$ cat config.mk
export PLATFORM = sky130hd
export DESIGN_NAME = sic_client
export DESIGN_NICKNAME = d
export VERILOG_FILES = /design/src/design/sic_pkg.sv /design/src/design/sic_client.sv /design/src/design/sic_timeout.sv
export SDC_FILE = /design/constraint.sdc
export NUM_CORES = 1
export LEC_CHECK = 0
export BUFFER_PORTS_ARGS = -buffer_cell sky130_fd_sc_hd__buf_2
export CORE_UTILIZATION = 43
export DETAILED_ROUTE_END_ITERATION = 8
export MAX_ROUTING_LAYER = met4
export PLACE_DENSITY = 0.65
export SLEW_MARGIN = 0
export SYNTH_ARGS = -nofsm -noshare
export SYNTH_HDL_FRONTEND = slang
export SYNTH_SLANG_ARGS = --single-unit
$ cat constraint.sdc
create_clock -name clk -period 3.1 [get_ports clk]
set_input_delay 0.31 -clock clk [delete_from_list [all_inputs] [get_ports clk]]
set_output_delay 0.31 -clock clk [all_outputs]
set_load 0.02 [all_outputs]
$ cat src/design/sic_pkg.sv
// Constants, types and decode helpers shared by the two-wire client.
package sic_pkg;

   // ==========================================================
   // Timing
   localparam int SIC_CLK_HZ    = 50_000_000;
   localparam int SIC_T_LOW_MS  = 30;
   localparam int SIC_T_IDLE_US = 200;
   localparam int SIC_LOW_CYC   = SIC_CLK_HZ / 1000 * SIC_T_LOW_MS;
   localparam int SIC_IDLE_CYC  = SIC_CLK_HZ / 1_000_000 * SIC_T_IDLE_US;
   localparam int SIC_LOW_W     = $clog2(SIC_LOW_CYC + 1);
   localparam int SIC_IDLE_W    = $clog2(SIC_IDLE_CYC + 1);

   // ==========================================================
   // Framing and strap decode
   localparam logic [3:0] SIC_BITS         = 4'h8;
   localparam logic [3:0] SIC_BIT_STEP     = 4'h1;
   localparam logic [7:0] SIC_PTR_STEP     = 8'h01;
   localparam logic [1:0] SIC_STRAP_WAIT   = 2'h3;
   localparam logic [1:0] SIC_CAP_STEP     = 2'h1;
   localparam logic [2:0] SIC_STRAP_I2C_LO = 3'h3;
   localparam logic [6:0] SIC_ADDR_TOP     = 7'h2c;

   typedef enum logic [3:0] {
      SIC_IDLE      = 4'h0,
      SIC_ADDR      = 4'h1,
      SIC_ADDR_ACK  = 4'h3,
      SIC_REG       = 4'h2,
      SIC_REG_ACK   = 4'h6,
      SIC_WDATA     = 4'h7,
      SIC_WDATA_ACK = 4'h5,
      SIC_RDATA     = 4'h4,
      SIC_RDATA_ACK = 4'hc,
      SIC_IGNORE    = 4'hd
   } sic_fsm_t;

   typedef struct packed {
      logic       vld;
      logic [7:0] addr;
      logic [7:0] data;
   } sic_wr_t;

   typedef struct packed {
      logic       scl_m;
      logic       scl_s;
      logic       scl_p;
      logic       sda_m;
      logic       sda_s;
      logic       sda_p;
      logic [2:0] strap_m;
      logic [2:0] strap_s;
      logic [1:0] cap_cnt;
      logic       strap_done;
      logic       i2c_on;
      logic [6:0] my_addr;
      sic_fsm_t   fsm;
      logic [3:0] bit_cnt;
      logic [7:0] shift;
      logic [7:0] ptr;
      logic [7:0] ptr_save;
      logic       rw;
      logic       got_reg;
      logic       sb;
      logic       ack;
      logic       sda_oe;
      sic_wr_t    wr;
   } sic_st_t;

   typedef struct packed {
      logic [SIC_LOW_W-1:0]  low_cnt;
      logic [SIC_IDLE_W-1:0] idle_cnt;
      logic                  fire;
   } sic_to_st_t;

   localparam sic_st_t    SIC_ST_RST = '0;
   localparam sic_to_st_t SIC_TO_RST = '0;

   // Strap code to {two-wire enable, 7-bit address}
   function automatic logic [7:0] sic_strap_decode(input logic [2:0] code);
      logic [2:0] ofs;
      ofs = code - SIC_STRAP_I2C_LO;
      if (code < SIC_STRAP_I2C_LO) begin
         return 8'h00;
      end
      return {1'b1, SIC_ADDR_TOP - {4'h0, ofs}};
   endfunction : sic_strap_decode

endpackage : sic_pkg

$ cat src/design/sic_client.sv
// Two-wire byte-access client with auto-incrementing register pointer.
`timescale 1ns/1ns
module sic_client
   import sic_pkg::*;
#(
   parameter int LOW_CYC  = SIC_LOW_CYC,
   parameter int IDLE_CYC = SIC_IDLE_CYC
) (
   input  wire logic       clk,
   input  wire logic       sys_rst,
   input  wire logic       serial_clock_pin_i,
   output logic            serial_clock_pin_o,
   output logic            serial_clock_pin_oe,
   input  wire logic       serial_data_pin_i,
   output logic            serial_data_pin_o,
   output logic            serial_data_pin_oe,
   input  wire logic [2:0] protocol_address_strap_pin,
   input  wire logic       deep_sleep_flag,
   input  wire logic       timeout_en,
   output logic [7:0]      reg_addr,
   input  wire logic [7:0] reg_rd_data,
   output sic_wr_t         reg_wr,
   output logic            client_active
);

   sic_st_t q;
   sic_st_t n;
   logic    to_fire;
   logic    scl_rise;
   logic    scl_fall;
   logic    start_det;
   logic    stop_det;
   logic    at_end;
   logic    addr_ok;

   // ==========================================================
   // Line events
   assign scl_rise  = q.scl_s && !q.scl_p;
   assign scl_fall  = !q.scl_s && q.scl_p;
   assign start_det = q.scl_s && q.scl_p && q.sda_p && !q.sda_s;
   assign stop_det  = q.scl_s && q.scl_p && !q.sda_p && q.sda_s;
   assign at_end    = scl_fall && (q.bit_cnt == SIC_BITS);

   // Read without a register byte in this frame is Receive Byte
   assign addr_ok = q.i2c_on && (q.shift[7:1] == q.my_addr)
                    && !(q.shift[0] && !q.got_reg && deep_sleep_flag);

   sic_timeout #(
      .LOW_CYC  (LOW_CYC),
      .IDLE_CYC (IDLE_CYC)
   ) u_timeout (
      .clk     (clk),
      .sys_rst (sys_rst),
      .enable  (timeout_en),
      .scl     (q.scl_s),
      .sda     (q.sda_s),
      .expire  (to_fire)
   );

   // ==========================================================
   // Next state
   always_comb begin
      n = q;
      n.scl_m   = serial_clock_pin_i;
      n.scl_s   = q.scl_m;
      n.scl_p   = q.scl_s;
      n.sda_m   = serial_data_pin_i;
      n.sda_s   = q.sda_m;
      n.sda_p   = q.sda_s;
      n.strap_m = protocol_address_strap_pin;
      n.strap_s = q.strap_m;
      n.wr.vld  = 1'b0;

      // Strap is caught once, after the synchroniser has settled
      if (!q.strap_done) begin
         n.cap_cnt = q.cap_cnt + SIC_CAP_STEP;
         if (q.cap_cnt == SIC_STRAP_WAIT) begin
            n.strap_done            = 1'b1;
            {n.i2c_on, n.my_addr}   = sic_strap_decode(q.strap_s);
         end
      end

      if (stop_det || to_fire) begin
         n.fsm     = SIC_IDLE;
         n.sda_oe  = 1'b0;
         n.got_reg = 1'b0;
         n.sb      = 1'b0;
         if (q.sb) begin
            n.ptr = q.ptr_save;
         end
      end else if (start_det) begin
         n.fsm     = SIC_ADDR;
         n.bit_cnt = '0;
         n.sda_oe  = 1'b0;
         n.sb      = 1'b0;
         if (q.fsm == SIC_IDLE) begin
            n.got_reg = 1'b0;
         end
      end else if (scl_rise) begin
         case (q.fsm)
            SIC_ADDR, SIC_REG, SIC_WDATA: begin
               n.shift   = {q.shift[6:0], q.sda_s};
               n.bit_cnt = q.bit_cnt + SIC_BIT_STEP;
            end
            SIC_RDATA: begin
               n.bit_cnt = q.bit_cnt + SIC_BIT_STEP;
            end
            SIC_RDATA_ACK: begin
               n.ack = !q.sda_s;
            end
            default: begin
            end
         endcase
      end else if (scl_fall) begin
         case (q.fsm)
            SIC_ADDR: begin
               if (at_end) begin
                  if (addr_ok) begin
                     n.fsm    = SIC_ADDR_ACK;
                     n.sda_oe = 1'b1;
                     n.rw     = q.shift[0];
                  end else begin
                     n.fsm = SIC_IGNORE;
                  end
               end
            end
            SIC_ADDR_ACK: begin
               n.bit_cnt = '0;
               if (q.rw) begin
                  n.fsm    = SIC_RDATA;
                  n.shift  = reg_rd_data;
                  n.sda_oe = !reg_rd_data[7];
               end else begin
                  n.fsm    = SIC_REG;
                  n.sda_oe = 1'b0;
               end
            end
            SIC_REG: begin
               if (at_end) begin
                  n.fsm     = SIC_REG_ACK;
                  n.sda_oe  = 1'b1;
                  n.ptr     = q.shift;
                  n.got_reg = 1'b1;
                  if (deep_sleep_flag) begin
                     n.sb       = 1'b1;
                     n.ptr_save = q.ptr;
                  end
               end
            end
            SIC_REG_ACK, SIC_WDATA_ACK: begin
               n.fsm     = SIC_WDATA;
               n.bit_cnt = '0;
               n.sda_oe  = 1'b0;
            end
            SIC_WDATA: begin
               if (at_end) begin
                  n.fsm     = SIC_WDATA_ACK;
                  n.sda_oe  = 1'b1;
                  n.wr.vld  = 1'b1;
                  n.wr.addr = q.ptr;
                  n.wr.data = q.shift;
                  n.ptr     = q.ptr + SIC_PTR_STEP;
                  n.sb      = 1'b0;
               end
            end
            SIC_RDATA: begin
               if (at_end) begin
                  n.fsm    = SIC_RDATA_ACK;
                  n.sda_oe = 1'b0;
                  if (q.got_reg) begin
                     n.ptr = q.ptr + SIC_PTR_STEP;
                  end
               end else begin
                  n.shift  = {q.shift[6:0], 1'b0};
                  n.sda_oe = !q.shift[6];
               end
            end
            SIC_RDATA_ACK: begin
               if (q.ack) begin
                  n.fsm     = SIC_RDATA;
                  n.bit_cnt = '0;
                  n.shift   = reg_rd_data;
                  n.sda_oe  = !reg_rd_data[7];
               end else begin
                  n.fsm = SIC_IGNORE;
               end
            end
            default: begin
            end
         endcase
      end
   end

   always_ff @(posedge clk or posedge sys_rst) begin
      if (sys_rst) begin
         q <= SIC_ST_RST;
      end else begin
         q <= n;
      end
   end

   // ==========================================================
   // Outputs
   // Clock line is input only, so the host may stretch at will while timeout_en is low
   assign serial_clock_pin_o  = 1'b0;
   assign serial_clock_pin_oe = 1'b0;
   assign serial_data_pin_o   = 1'b0;
   assign serial_data_pin_oe  = q.sda_oe;
   assign reg_addr            = q.ptr;
   assign reg_wr              = q.wr;
   assign client_active       = (q.fsm != SIC_IDLE) && (q.fsm != SIC_IGNORE);
endmodule : sic_client

$ cat src/design/sic_timeout.sv
// Clock-low and bus-idle watchdog for the two-wire client.
`timescale 1ns/1ns
module sic_timeout
   import sic_pkg::*;
#(
   parameter int LOW_CYC  = SIC_LOW_CYC,
   parameter int IDLE_CYC = SIC_IDLE_CYC
) (
   input  wire logic clk,
   input  wire logic sys_rst,
   input  wire logic enable,
   input  wire logic scl,
   input  wire logic sda,
   output logic      expire
);

   localparam logic [SIC_LOW_W-1:0]  LOW_LIM  = SIC_LOW_W'(LOW_CYC);
   localparam logic [SIC_LOW_W-1:0]  LOW_END  = SIC_LOW_W'(LOW_CYC - 1);
   localparam logic [SIC_IDLE_W-1:0] IDLE_LIM = SIC_IDLE_W'(IDLE_CYC);
   localparam logic [SIC_IDLE_W-1:0] IDLE_END = SIC_IDLE_W'(IDLE_CYC - 1);

   sic_to_st_t q;
   sic_to_st_t n;

   // ==========================================================
   // Counters
   // Counters saturate so that one stuck bus gives one pulse only.
   always_comb begin
      n = q;
      n.fire = 1'b0;
      if (!enable || scl) begin
         n.low_cnt = '0;
      end else if (q.low_cnt != LOW_LIM) begin
         n.low_cnt = q.low_cnt + {{(SIC_LOW_W-1){1'b0}}, 1'b1};
         if (q.low_cnt == LOW_END) begin
            n.fire = 1'b1;
         end
      end
      if (!enable || !(scl && sda)) begin
         n.idle_cnt = '0;
      end else if (q.idle_cnt != IDLE_LIM) begin
         n.idle_cnt = q.idle_cnt + {{(SIC_IDLE_W-1){1'b0}}, 1'b1};
         if (q.idle_cnt == IDLE_END) begin
            n.fire = 1'b1;
         end
      end
   end

   always_ff @(posedge clk or posedge sys_rst) begin
      if (sys_rst) begin
         q <= SIC_TO_RST;
      end else begin
         q <= n;
      end
   end

   assign expire = q.fire;
endmodule : sic_timeout

; Word-level counts from Yosys, hierarchy flattened
; Cells that the tools add are included.
[totals]
elab_cells = 219
ff_bits = 113
output_inout_bits = 30
inputBits = 17
[op_classes]
n_bitwise = 4
order_cmp = 1
n_reduce_logical = 58
mux = 82
addsub = 7
eq_ne = 39
[ops]
columns = operator, n
row1 = 8-bit 2-to-1 mux, 13
row2 = 16-bit 2-to-1 mux, 6
row3 = 17-bit 2-to-1 mux, 4
row4 = 18-bit 2-to-1 mux, 3
row5 = 12-bit 2-to-1 mux, 4
row6 = 8-bit one-hot mux with 3 select lines, 2
row7 = 21-bit 2-to-1 mux, 2
row8 = 4-bit 2-to-1 mux, 9
row9 = 35-bit 2-to-1 mux, 1
row10 = "4-bit != test, second input constant", 8
row11 = 4-bit one-hot mux with 7 select lines, 1
row12 = 1-bit 2-to-1 mux, 23
row13 = "21-bit by 1-bit adder with 21-bit output, second input constant", 1
row14 = "21-bit equality test, second input constant", 1
row15 = "21-bit != test, second input constant", 1
row16 = 7-bit AND reduction, 3
row17 = 4-bit nonzero test, 5
row18 = 19-bit 2-to-1 mux, 1
row19 = 9-bit 2-to-1 mux, 2
row20 = "3-bit != test, second input constant", 6
row21 = "4-bit by 3-bit equality test with 1-bit output, second input constant", 4
row22 = 8-bit AND reduction, 2
row23 = 15-bit 2-to-1 mux, 1
row24 = "14-bit by 1-bit adder with 14-bit output, second input constant", 1
row25 = other kinds (41), 87

; Depth between registers and ports, before layout
; Gate-level depths: netlist of run 1.
[depth]
depth_word = 14
depth_mapped = 9
mapped_depth_nobuf = 7

; By module
; From an unflattened synthesis of run 1, not the netlist that was laid out.
[unflattened]
cells_unflattened = 599
area_unflattened_um2 = 6047.0
[by_module_without_submodules]
columns = module, n_inst, seq_area_each_um2, area_per_inst_um2, cells_each
row1 = sic_client, 1, 1851.8, 4136.5, 396
row2 = sic_timeout, 1, 900.9, 1910.6, 203

; Worst setup path after synthesis of run 1
; Ideal clock, no wire load.
[synth_timing]
path_type = reg-to-reg
from = reg q, in the netlist n[74]
to = reg q[22] in the netlist's numbering
arrival_time_ps = 2391
required_time_ps = 2975
setup_slack_ps = 584
setup_ps = 125
stages_incl_launch_ff = 10
synth_period_minus_slack_ps = 2516
n_path_buf = 2
path_cell_list = dfrtp_1 inv_1 ha_1 and4b_1 buf_4 nand2_2 or4_4 or4_4 buf_6 mux2_4
[synth_between]
elab_chain_len = 6
word_cells_on_any_way = 16
classes_between = eq/ne: 2 / bitwise: 3 / reduce/logical: 11
[synth_rtl]
columns = item, line_no
row1 = start: declaration, sic_client.sv:26  ; sic_st_t q;
row2 = start signal: assignment, sic_client.sv:198  ; q <= n;
row3 = 1-bit logical AND, "sic_client.sv:40, sic_client.sv:41"
row4 = 1-bit logical AND (2 in series), sic_client.sv:41  ; assign stop_det = q.scl_s && q.scl_p && !q.sda_p && q.sda_s;
row5 = 1-bit logical OR, sic_client.sv:83  ; if (stop_det || to_fire) begin
row6 = 6-bit != test (no line) or 1-bit inverter (tied branches), -
row7 = 7-bit AND reduction (no line) (*), -
; Mark *: on every way between the ends. The rest lies on a longest branch, timed or not.
; A chain may end at the register's enable or synchronous reset.

; Worst setup path in the final report of run 1
[layout_timing]
from = reg q, in the netlist n[74]
to = reg q[23] in the netlist's numbering
; The elaborated chain is that of the path after synthesis.

==> metrics, run 1 <==
post-CTS sizing 0; FP Rows 42; gr ovfl total 0; WHS Endpoint n[75]$_DFF_PP0_; WS Path Type reg -> reg; # Max-Cap Violations 0; Post-CTS Hold Buffers 0; Post-synth EDFFs 0; Tmin final 2.73 ns; final non-filler cell area 6510 um^2; Avg Synthesized Cell Area 10.1 um^2; Clk Latency, worst-skew pair 0.37 ns; GRT Total Usage 0.197; reg2reg path depth 7; slew margin rel. 0.449; Port Buffers 43; Avg WL per Cell 16.1 um; largest net degree at the start of global routing 48; filler cell count 1259; Clock power frac 0.393; Root Buffer Master clkbuf_16; period utilisation layout 0.882; PwrDens 473 nW/um^2; Post-DP HPWL 9.10 mm; Die Span Y 120 um; diodes inserted 0; status complete, no violations; Setup TNS Final 0 ns; nets@finish 636; Sw Pwr 821 uW; sequential share of the synthesized area 0.463; P&R area growth vs syn 9.38%; Int Power 2260 uW; Yosys cell types 65; TritonCTS clock tree yes; CP Max Fanout 9; Post-Route WL 12.7 mm; Max H-tree Level 3; DR WL met2 6.53 mm; WP data required 3.35 ns; P_leak 0.00292 uW; Clock Path Buffers 2; Comb pwr share 0.101; #FFs+latches synth 110; Most Frequent Cell on Critical Path or4_4; reg2reg end q[23]$_DFFE_PP0P_; Starting Density 0.446; DRC viols 0; placed instance area 6200 um^2; Syn Inst Count 588; yosys warns 0; VDD IR max 0.390 mV; vias in the first global route 4529; Max Slew Vio Count 0; Num CTS Buffers 9; Hold Path Depth 1; first-pass GRT wire length 21.8 mm; Worst Tran Pin Value 0.824 ns; critical path's slowest cell or4_4; HP Class in -> reg; R2R Setup Slk 0.37 ns; CORE AREA 13300 um^2; drt first pass iters 5; die width 120 um; setup bufs post-CTS 0; post-DR vias/cell 5.66; gpl congestion 0.945; Synth async-reset ratio 1.00; Main synth FF type dfrtp_1; DR vias 4457; fmax 366 MHz; ANT nets after route 0; Switching Fraction 0.267; RSZ-0062 raised after global routing false; CTS Sinks 110; 1st-iter DRT viols 329; Ports 47; metal3 WL 552 um; top sig layer met4; die footprint 14300 um^2; Post-Syn Area 5950 um^2; fraction of layout cells with a size suffix above 1 0.204; crit path launch type register; Crit path arrival time 2.98 ns; Hold Fails Final Rpt 0; Setup crit end kind register; Worst Skew 0.0102 ns; Cell Chain, Critical Path inv_1 > ha_1 > and4b_1 > nand2_2 > or4_4 > or4_4 > mux2_4; routed length on met1 5.36 mm; hold path start serial_clock_pin_i; max incr delay on CP 0.55 ns; Final setup viols 0; initial antenna violation count 0; CTS clk-pin slew, worst paths 0.07 ns; reg2reg start n[74]$_DFF_PP0_; sequential power share 0.507
## per-layer routing
metal	vias up	track usage
li1	2105	-
met1	2230	0.233
met2	103	0.329
met3	19	0.0428
met4	0	0.0719
met5	-	-
## cell families (layout without fill, tap and decap cells)
logic type / after synthesis / after routing / share of synthesized area
adders and majority gates: 12 / 12 / 0.0252
other: 1 / 3 / 0.000630
muxes: 53 / 53 / 0.103
and+or+nand+nor: 203 / 203 / 0.177
xor gates and xnor gates: 34 / 34 / 0.0501
DFF: 110 / 110 / 0.463
buffers and inverters: 70 / 92 / 0.0652
AOI/OAI and AO/OA: 105 / 105 / 0.116
## synth_stat cells, drive strengths merged, types with 8 or more instances
| library cell | instances | area, um^2 |
|---|---|---|
| mux2 | 42 | 503 |
| nor2 | 41 | 154 |
| buf | 33 | 249 |
| nand3 | 29 | 145 |
| xor2 | 12 | 105 |
| nand4 | 12 | 75.1 |
| a21oi | 19 | 95.1 |
| xnor2 | 22 | 193 |
| nand2 | 46 | 175 |
| nor3 | 15 | 75.1 |
| ha | 12 | 150 |
| a22o | 8 | 70.1 |
| mux2i | 11 | 110 |
| inv | 19 | 71.3 |
| o21ai | 35 | 175 |
| nor2b | 8 | 50.1 |
| clkbuf | 18 | 67.6 |
| dfrtp | 110 | 2750 |
| or3 | 10 | 62.6 |
## registers in the layout (all words and copies together), names as in the netlist
name                flops
q                      41
reg_wr                 17
serial_data_pin_oe      1
reg_addr                8
u_timeout.q            35
u_timeout.expire        1
n                       7
## metrics by stage
stage	total power, uW	hold WS (ns)	setup WS [ns]	utilization	std cells
2_1_floorplan	1780	0.331	0.584	-	590
3_3_place_gp	1890	0.335	0.468	0.464	772
3_5_place_dp	1900	0.335	0.391	0.464	772
4_1_cts	3120	0.0398	0.366	0.488	788
5_1_grt	3220	0.0425	0.257	0.488	788
6_report	3080	0.0520	0.366	0.488	788
## worst max path at each step
stage	startpoint	end	slack [ns]	cells past startpoint
detailed placement	n[74]$_DFF_PP0_	q[25]$_DFFE_PP0P_	0.39	7
CTS	n[74]$_DFF_PP0_	q[23]$_DFFE_PP0P_	0.37	7
global placement	n[74]$_DFF_PP0_	q[28]$_DFFE_PP0P_	0.47	7
floorplan	n[74]$_DFF_PP0_	q[22]$_DFFE_PP0P_	0.58	9
finish	n[74]$_DFF_PP0_	q[23]$_DFFE_PP0P_	0.37	7
global route	n[74]$_DFF_PP0_	q[28]$_DFFE_PP0P_	0.26	7
## power by group through the flow
stage	combinational (uW)	sequential [uW]	clock, uW
after global placement	307	1590	0
final	310	1560	1210
after floorplan	232	1550	0
after global routing	347	1570	1310
after detailed placement	311	1590	0
after CTS	314	1560	1250
## cells in the final DEF (no fill, tap or decap), drive strengths merged, types with 15 or more instances in the layout
cell type  netlist  final
a21oi           19     19
buf             33     57
dfrtp          110    110
inv             19     23
mux2            42     42
nand2           46     46
nand3           29     29
nor2            41     41
nor3            15     15
o21ai           35     35
xnor2           22     22
## critical path: cells and delay by family, from the launching register on
| kind | cells | cell delay (ns) |
|---|---|---|
| mux | 1 | 0.34 |
| fa+ha+maj | 1 | 0.28 |
| simple gates | 4 | 1.49 |
| buf+inv | 1 | 0.09 |
| flops | 1 | 0.42 |
## layout make-up
class	count	area [um^2]	area share
clock buffers	9	225	0.0346
clock inverters	7	85.1	0.0131
inverters	19	75.1	0.0115
multi-input cells	410	2820	0.433
flip-flops and latches	110	2750	0.423
well taps	176	220	0.0338
repair buffers	57	333	0.0511
Power figures use the tool's default switching activity.
==> run 2: changes to the inputs <==
--- a/config.mk
+++ b/config.mk
@@ -8,6 +8,7 @@
 export BUFFER_PORTS_ARGS = -buffer_cell sky130_fd_sc_hd__buf_2
 export CORE_UTILIZATION = 43
 export DETAILED_ROUTE_END_ITERATION = 8
+export GPL_TIMING_DRIVEN = 0
 export MAX_ROUTING_LAYER = met4
 export PLACE_DENSITY = 0.65
 export SLEW_MARGIN = 0
==> metrics, run 2 (same netlist as run 1, synthesis figures left out) <==
Num CTS Buffers 9; Die Span Y 120 um; reg2reg path depth 9; drt first pass iters 5; diodes inserted 0; Crit path arrival time 3.05 ns; most frequent cells in the layout dfrtp_1, nand2_1, buf_2; Worst Tran Pin Value 0.906 ns; Int Power 2260 uW; most common cell after layout, fill and taps aside dfrtp_1; fraction of layout cells with a size suffix above 1 0.220; CTS Sinks 110; pre-CTS setup slack 0.0761 ns; period utilisation layout 0.906; Starting Density 0.446; Setup crit end kind register; Tmin final 2.81 ns; 1st-iter DRT viols 289; Post-DP HPWL 9.28 mm; R2R Setup Slk 0.29 ns; nets@finish 675; HP Class in -> async; gpl congestion 0.912; max FFs per register 41; reg2reg start n[74]$_DFF_PP0_; sequential power share 0.514; RSZ-0062 raised after global routing false; Worst Skew 0.00700 ns; Comb pwr share 0.104; status complete, no violations; vias in the first global route 4338; Max Slew Vio Count 0; # Max-Cap Violations 0; Sw Pwr 761 uW; Clock Path Buffers 2; Clk Latency, worst-skew pair 0.35 ns; DR vias 4570; Setup TNS Final 0 ns; Avg WL per Cell 15.5 um; PwrDens 449 nW/um^2; post-DR vias/cell 5.53; gr ovfl total 0; VDD IR max 0.244 mV; Clock power frac 0.381; TritonCTS clock tree yes; Root Buffer Master clkbuf_16; ANT nets after route 0; largest net degree at the start of global routing 43; Port Buffers 43; FP Rows 42; first-pass GRT wire length 21.6 mm; final worst setup slack 0.290 ns; crit path launch type register; die width 120 um; WS Path Type reg -> reg; GRT Total Usage 0.196; fmax 356 MHz; CTS clk-pin slew, worst paths 0.07 ns; DRC viols 0; Post-CTS Hold Buffers 0; WP data required 3.34 ns; Switching Fraction 0.252; P&R area growth vs syn 13.2%; initial antenna violation count 0; CP Max Fanout 9; CORE AREA 13300 um^2; Post-Route WL 12.8 mm; Final setup viols 0; Max H-tree Level 3; reg2reg end q[28]$_DFFE_PP0P_; slew margin rel. 0.395; Hold Fails Final Rpt 0; P_leak 0.00305 uW; Biggest register q; Layout Utilization 0.505; Ports 47; die footprint 14300 um^2
## run 2: cell types whose count changed in the layout (fill, tap and decap cells not counted), moves of 2 or more
cell / change
buf_6: +2
clkbuf_1: +21
buf_4: +16
inv_6: -4
## run 2: cell type report
| cell class | instances | area, um^2 |
|---|---|---|
| tap | 176 | 220 |
| multi-input combinational | 410 | 2820 |
| timing repair buffer | 45 | 255 |
| clock buffer | 13 | 250 |
| fill | 1236 | 6610 |
| inverter | 19 | 75.1 |
| buffer | 51 | 317 |
| sequential | 110 | 2750 |
| clock inverter | 3 | 43.8 |
## run 2: power groups by stage
stage | registers, uW | logic (uW) | clock network (uW)
2_1_floorplan | 1550 | 232 | 0
3_3_place_gp | 1580 | 305 | 0
3_5_place_dp | 1580 | 314 | 0
4_1_cts | 1560 | 316 | 1200
5_1_grt | 1560 | 354 | 1240
6_report | 1550 | 316 | 1150
## run 2: routing by layer
| metal | part of all wire | routed length (um) | global-route usage |
|---|---|---|---|
| met1 | 0.45 | 5710 | 0.252 |
| met2 | 0.48 | 6150 | 0.309 |
| met3 | 0.048 | 616 | 0.0304 |
| met4 | 0.026 | 335 | 0.0836 |
| met5 | 0 | 0 | - |
## run 2: what timing repair did
item	CTS	global route
endpoints found under the setup margin	0	7
resized for setup	0	1
setup buffers	0	0
## run 2: critical path: stages, from the launching register on
cell and delay, ns:
dfrtp_1 0.43, inv_1 0.10, ha_1 0.33, and4b_1 0.24, buf_4 0.15, nand2_2 0.06, or4_4 0.49, or4_4 0.43
buf_6 0.17, mux2_4 0.30
## run 2: how the worst max path moves through the flow
stage,to,start
final,q[28]$_DFFE_PP0P_,n[74]$_DFF_PP0_
after floorplan,q[22]$_DFFE_PP0P_,n[74]$_DFF_PP0_
after CTS,reg_addr[7]$_DFFE_PP0P_,n[74]$_DFF_PP0_
after detailed placement,reg_addr[7]$_DFFE_PP0P_,n[74]$_DFF_PP0_
after global routing,reg_wr[4]$_DFFE_PP0P_,n[74]$_DFF_PP0_
after global placement,reg_addr[4]$_DFFE_PP0P_,n[74]$_DFF_PP0_
## run 2: per-stage QoR
| step | hold slack, ns | instance area, um^2 | cells | power [uW] |
|---|---|---|---|---|
| 5_1_grt | 0.0536 | 6740 | 827 | 3160 |
| 2_1_floorplan | 0.331 | 5960 | 590 | 1780 |
| 4_1_cts | 0.0482 | 6730 | 827 | 3070 |
| 6_report | 0.0389 | 6740 | 827 | 3020 |
| 3_5_place_dp | 0.338 | 6440 | 811 | 1900 |
| 3_3_place_gp | 0.334 | 6400 | 809 | 1890 |
==> run 3: changes to the inputs <==
--- a/config.mk
+++ b/config.mk
@@ -9,6 +9,7 @@
 export CORE_UTILIZATION = 43
 export DETAILED_ROUTE_END_ITERATION = 8
 export GPL_TIMING_DRIVEN = 0
+export HOLD_SLACK_MARGIN = 0.15
 export MAX_ROUTING_LAYER = met4
 export PLACE_DENSITY = 0.65
 export SLEW_MARGIN = 0
==> metrics, run 3 (same netlist as run 1, synthesis figures left out) <==
WHS Endpoint q[42]$_DFFE_PP0P_; Avg WL per Cell 15.5 um; Setup TNS Final 0 ns; largest net degree at the start of global routing 43; Comb pwr share 0.106; Post-DP HPWL 9.28 mm; vias in the first global route 4382; CP Max Fanout 9; RSZ-0062 raised after global routing false; WP data required 3.34 ns; period utilisation layout 0.902; Port Buffers 43; Tmin final 2.80 ns; VDD IR max 0.244 mV; Max H-tree Level 3; first-pass GRT wire length 21.8 mm; diodes inserted 0; most frequent cells in the layout dfrtp_1, nand2_1, buf_2; Clock power frac 0.381; PwrDens 446 nW/um^2; Post-Route WL 12.9 mm; P_leak 0.00308 uW; Root Buffer Master clkbuf_16; P&R area growth vs syn 14.2%; TritonCTS clock tree yes; ANT nets after route 0; Crit path arrival time 3.04 ns; CTS Sinks 110; fmax 358 MHz; 1st-iter DRT viols 275; drt first pass iters 5; Switching Fraction 0.252; crit path launch type register; DR vias 4587; FP Rows 42; Die Span Y 120 um; pre-CTS setup slack 0.0761 ns; hold path start reg_rd_data[4]; top sig layer met4; Worst Tran Pin Value 0.892 ns; CORE AREA 13300 um^2; Num CTS Buffers 9; initial antenna violation count 0; Sw Pwr 762 uW; die width 120 um; Setup crit end kind register; die footprint 14300 um^2; Max Slew Vio Count 0; gr ovfl total 0; nets@finish 681; routed length on met1 5.79 mm; metal3 WL 585 um; gpl congestion 0.912; Hold Path Depth 3; Int Power 2270 uW; Hold Fails Final Rpt 0; final worst setup slack 0.304 ns; DR WL met2 6.18 mm; GRT Total Usage 0.198; # Max-Cap Violations 0; R2R Setup Slk 0.30 ns; Final setup viols 0; reg2reg end q[28]$_DFFE_PP0P_; HP Class in -> reg; DRC viols 0; fraction of layout cells with a size suffix above 1 0.218; post-DR vias/cell 5.51; WS Path Type reg -> reg; Clk Latency, worst-skew pair 0.35 ns; status complete, no violations; reg2reg path depth 9; max FFs per register 41; reg2reg start n[74]$_DFF_PP0_; Clock Path Buffers 2; Ports 47; slew margin rel. 0.405; most common cell after layout, fill and taps aside dfrtp_1; Worst Skew 0.00702 ns; Biggest register q; CTS clk-pin slew, worst paths 0.07 ns; Starting Density 0.446; sequential power share 0.513
[run 3: worst max path at each step]
stage	startpoint	end	slack, ns	depth (start not counted)
CTS	n[74]$_DFF_PP0_	reg_addr[7]$_DFFE_PP0P_	0.02	8
global placement	n[74]$_DFF_PP0_	reg_addr[4]$_DFFE_PP0P_	0.01	8
floorplan	n[74]$_DFF_PP0_	q[22]$_DFFE_PP0P_	0.58	9
global route	n[74]$_DFF_PP0_	reg_wr[4]$_DFFE_PP0P_	0.11	9
detailed placement	n[74]$_DFF_PP0_	reg_addr[7]$_DFFE_PP0P_	0.08	8
finish	n[74]$_DFF_PP0_	q[28]$_DFFE_PP0P_	0.30	9
[run 3: routing by layer]
metal / track usage / vias up
li1: - / 2199
met1: 0.254 / 2239
met2: 0.313 / 126
met5: - / -
met4: 0.0836 / 0
met3: 0.0304 / 23
[run 3: worst max-delay path, cell delays in order, from the launching register on]
cell and delay (ns):
dfrtp_1 0.43, inv_1 0.10, ha_1 0.32, and4b_1 0.23, buf_4 0.14, nand2_2 0.06, or4_4 0.49, or4_4 0.43
buf_6 0.17, mux2_4 0.30
[run 3: repair_timing]
| action | CTS | global route |
|---|---|---|
| hold endpoints to repair | 31 | 0 |
| resized for setup | 0 | 1 |
| endpoints found under the setup margin | 0 | 7 |
| hold buffers | 6 | 0 |
| buffers inserted | 0 | 0 |
[run 3: power by group through the flow]
stage,Combinational [uW],Sequential (uW),Clock [uW]
finish,321,1550,1150
global route,360,1560,1240
CTS,321,1560,1200
global placement,305,1580,0
detailed placement,314,1580,0
floorplan,232,1550,0
[run 3: area by class of cell]
class	instances	area [um^2]
inverters	19	75.1
plain buffers	51	317
clock buffers	13	250
well taps	176	220
flip-flops and latches	110	2750
multi-input cells	410	2820
clock inverters	3	43.8
fillers	1228	6550
repair buffers	51	315
[run 3: through the flow]
| step | hold WS, ns | area, um^2 | util | std cells | total power [uW] |
|---|---|---|---|---|---|
| 6_report | 0.312 | 6800 | 0.509 | 833 | 3030 |
| 5_1_grt | 0.327 | 6800 | 0.509 | 833 | 3160 |
| 2_1_floorplan | 0.331 | 5960 | - | 590 | 1780 |
| 3_3_place_gp | 0.334 | 6400 | 0.479 | 809 | 1890 |
| 3_5_place_dp | 0.338 | 6440 | 0.482 | 811 | 1900 |
| 4_1_cts | 0.308 | 6790 | 0.509 | 833 | 3070 |
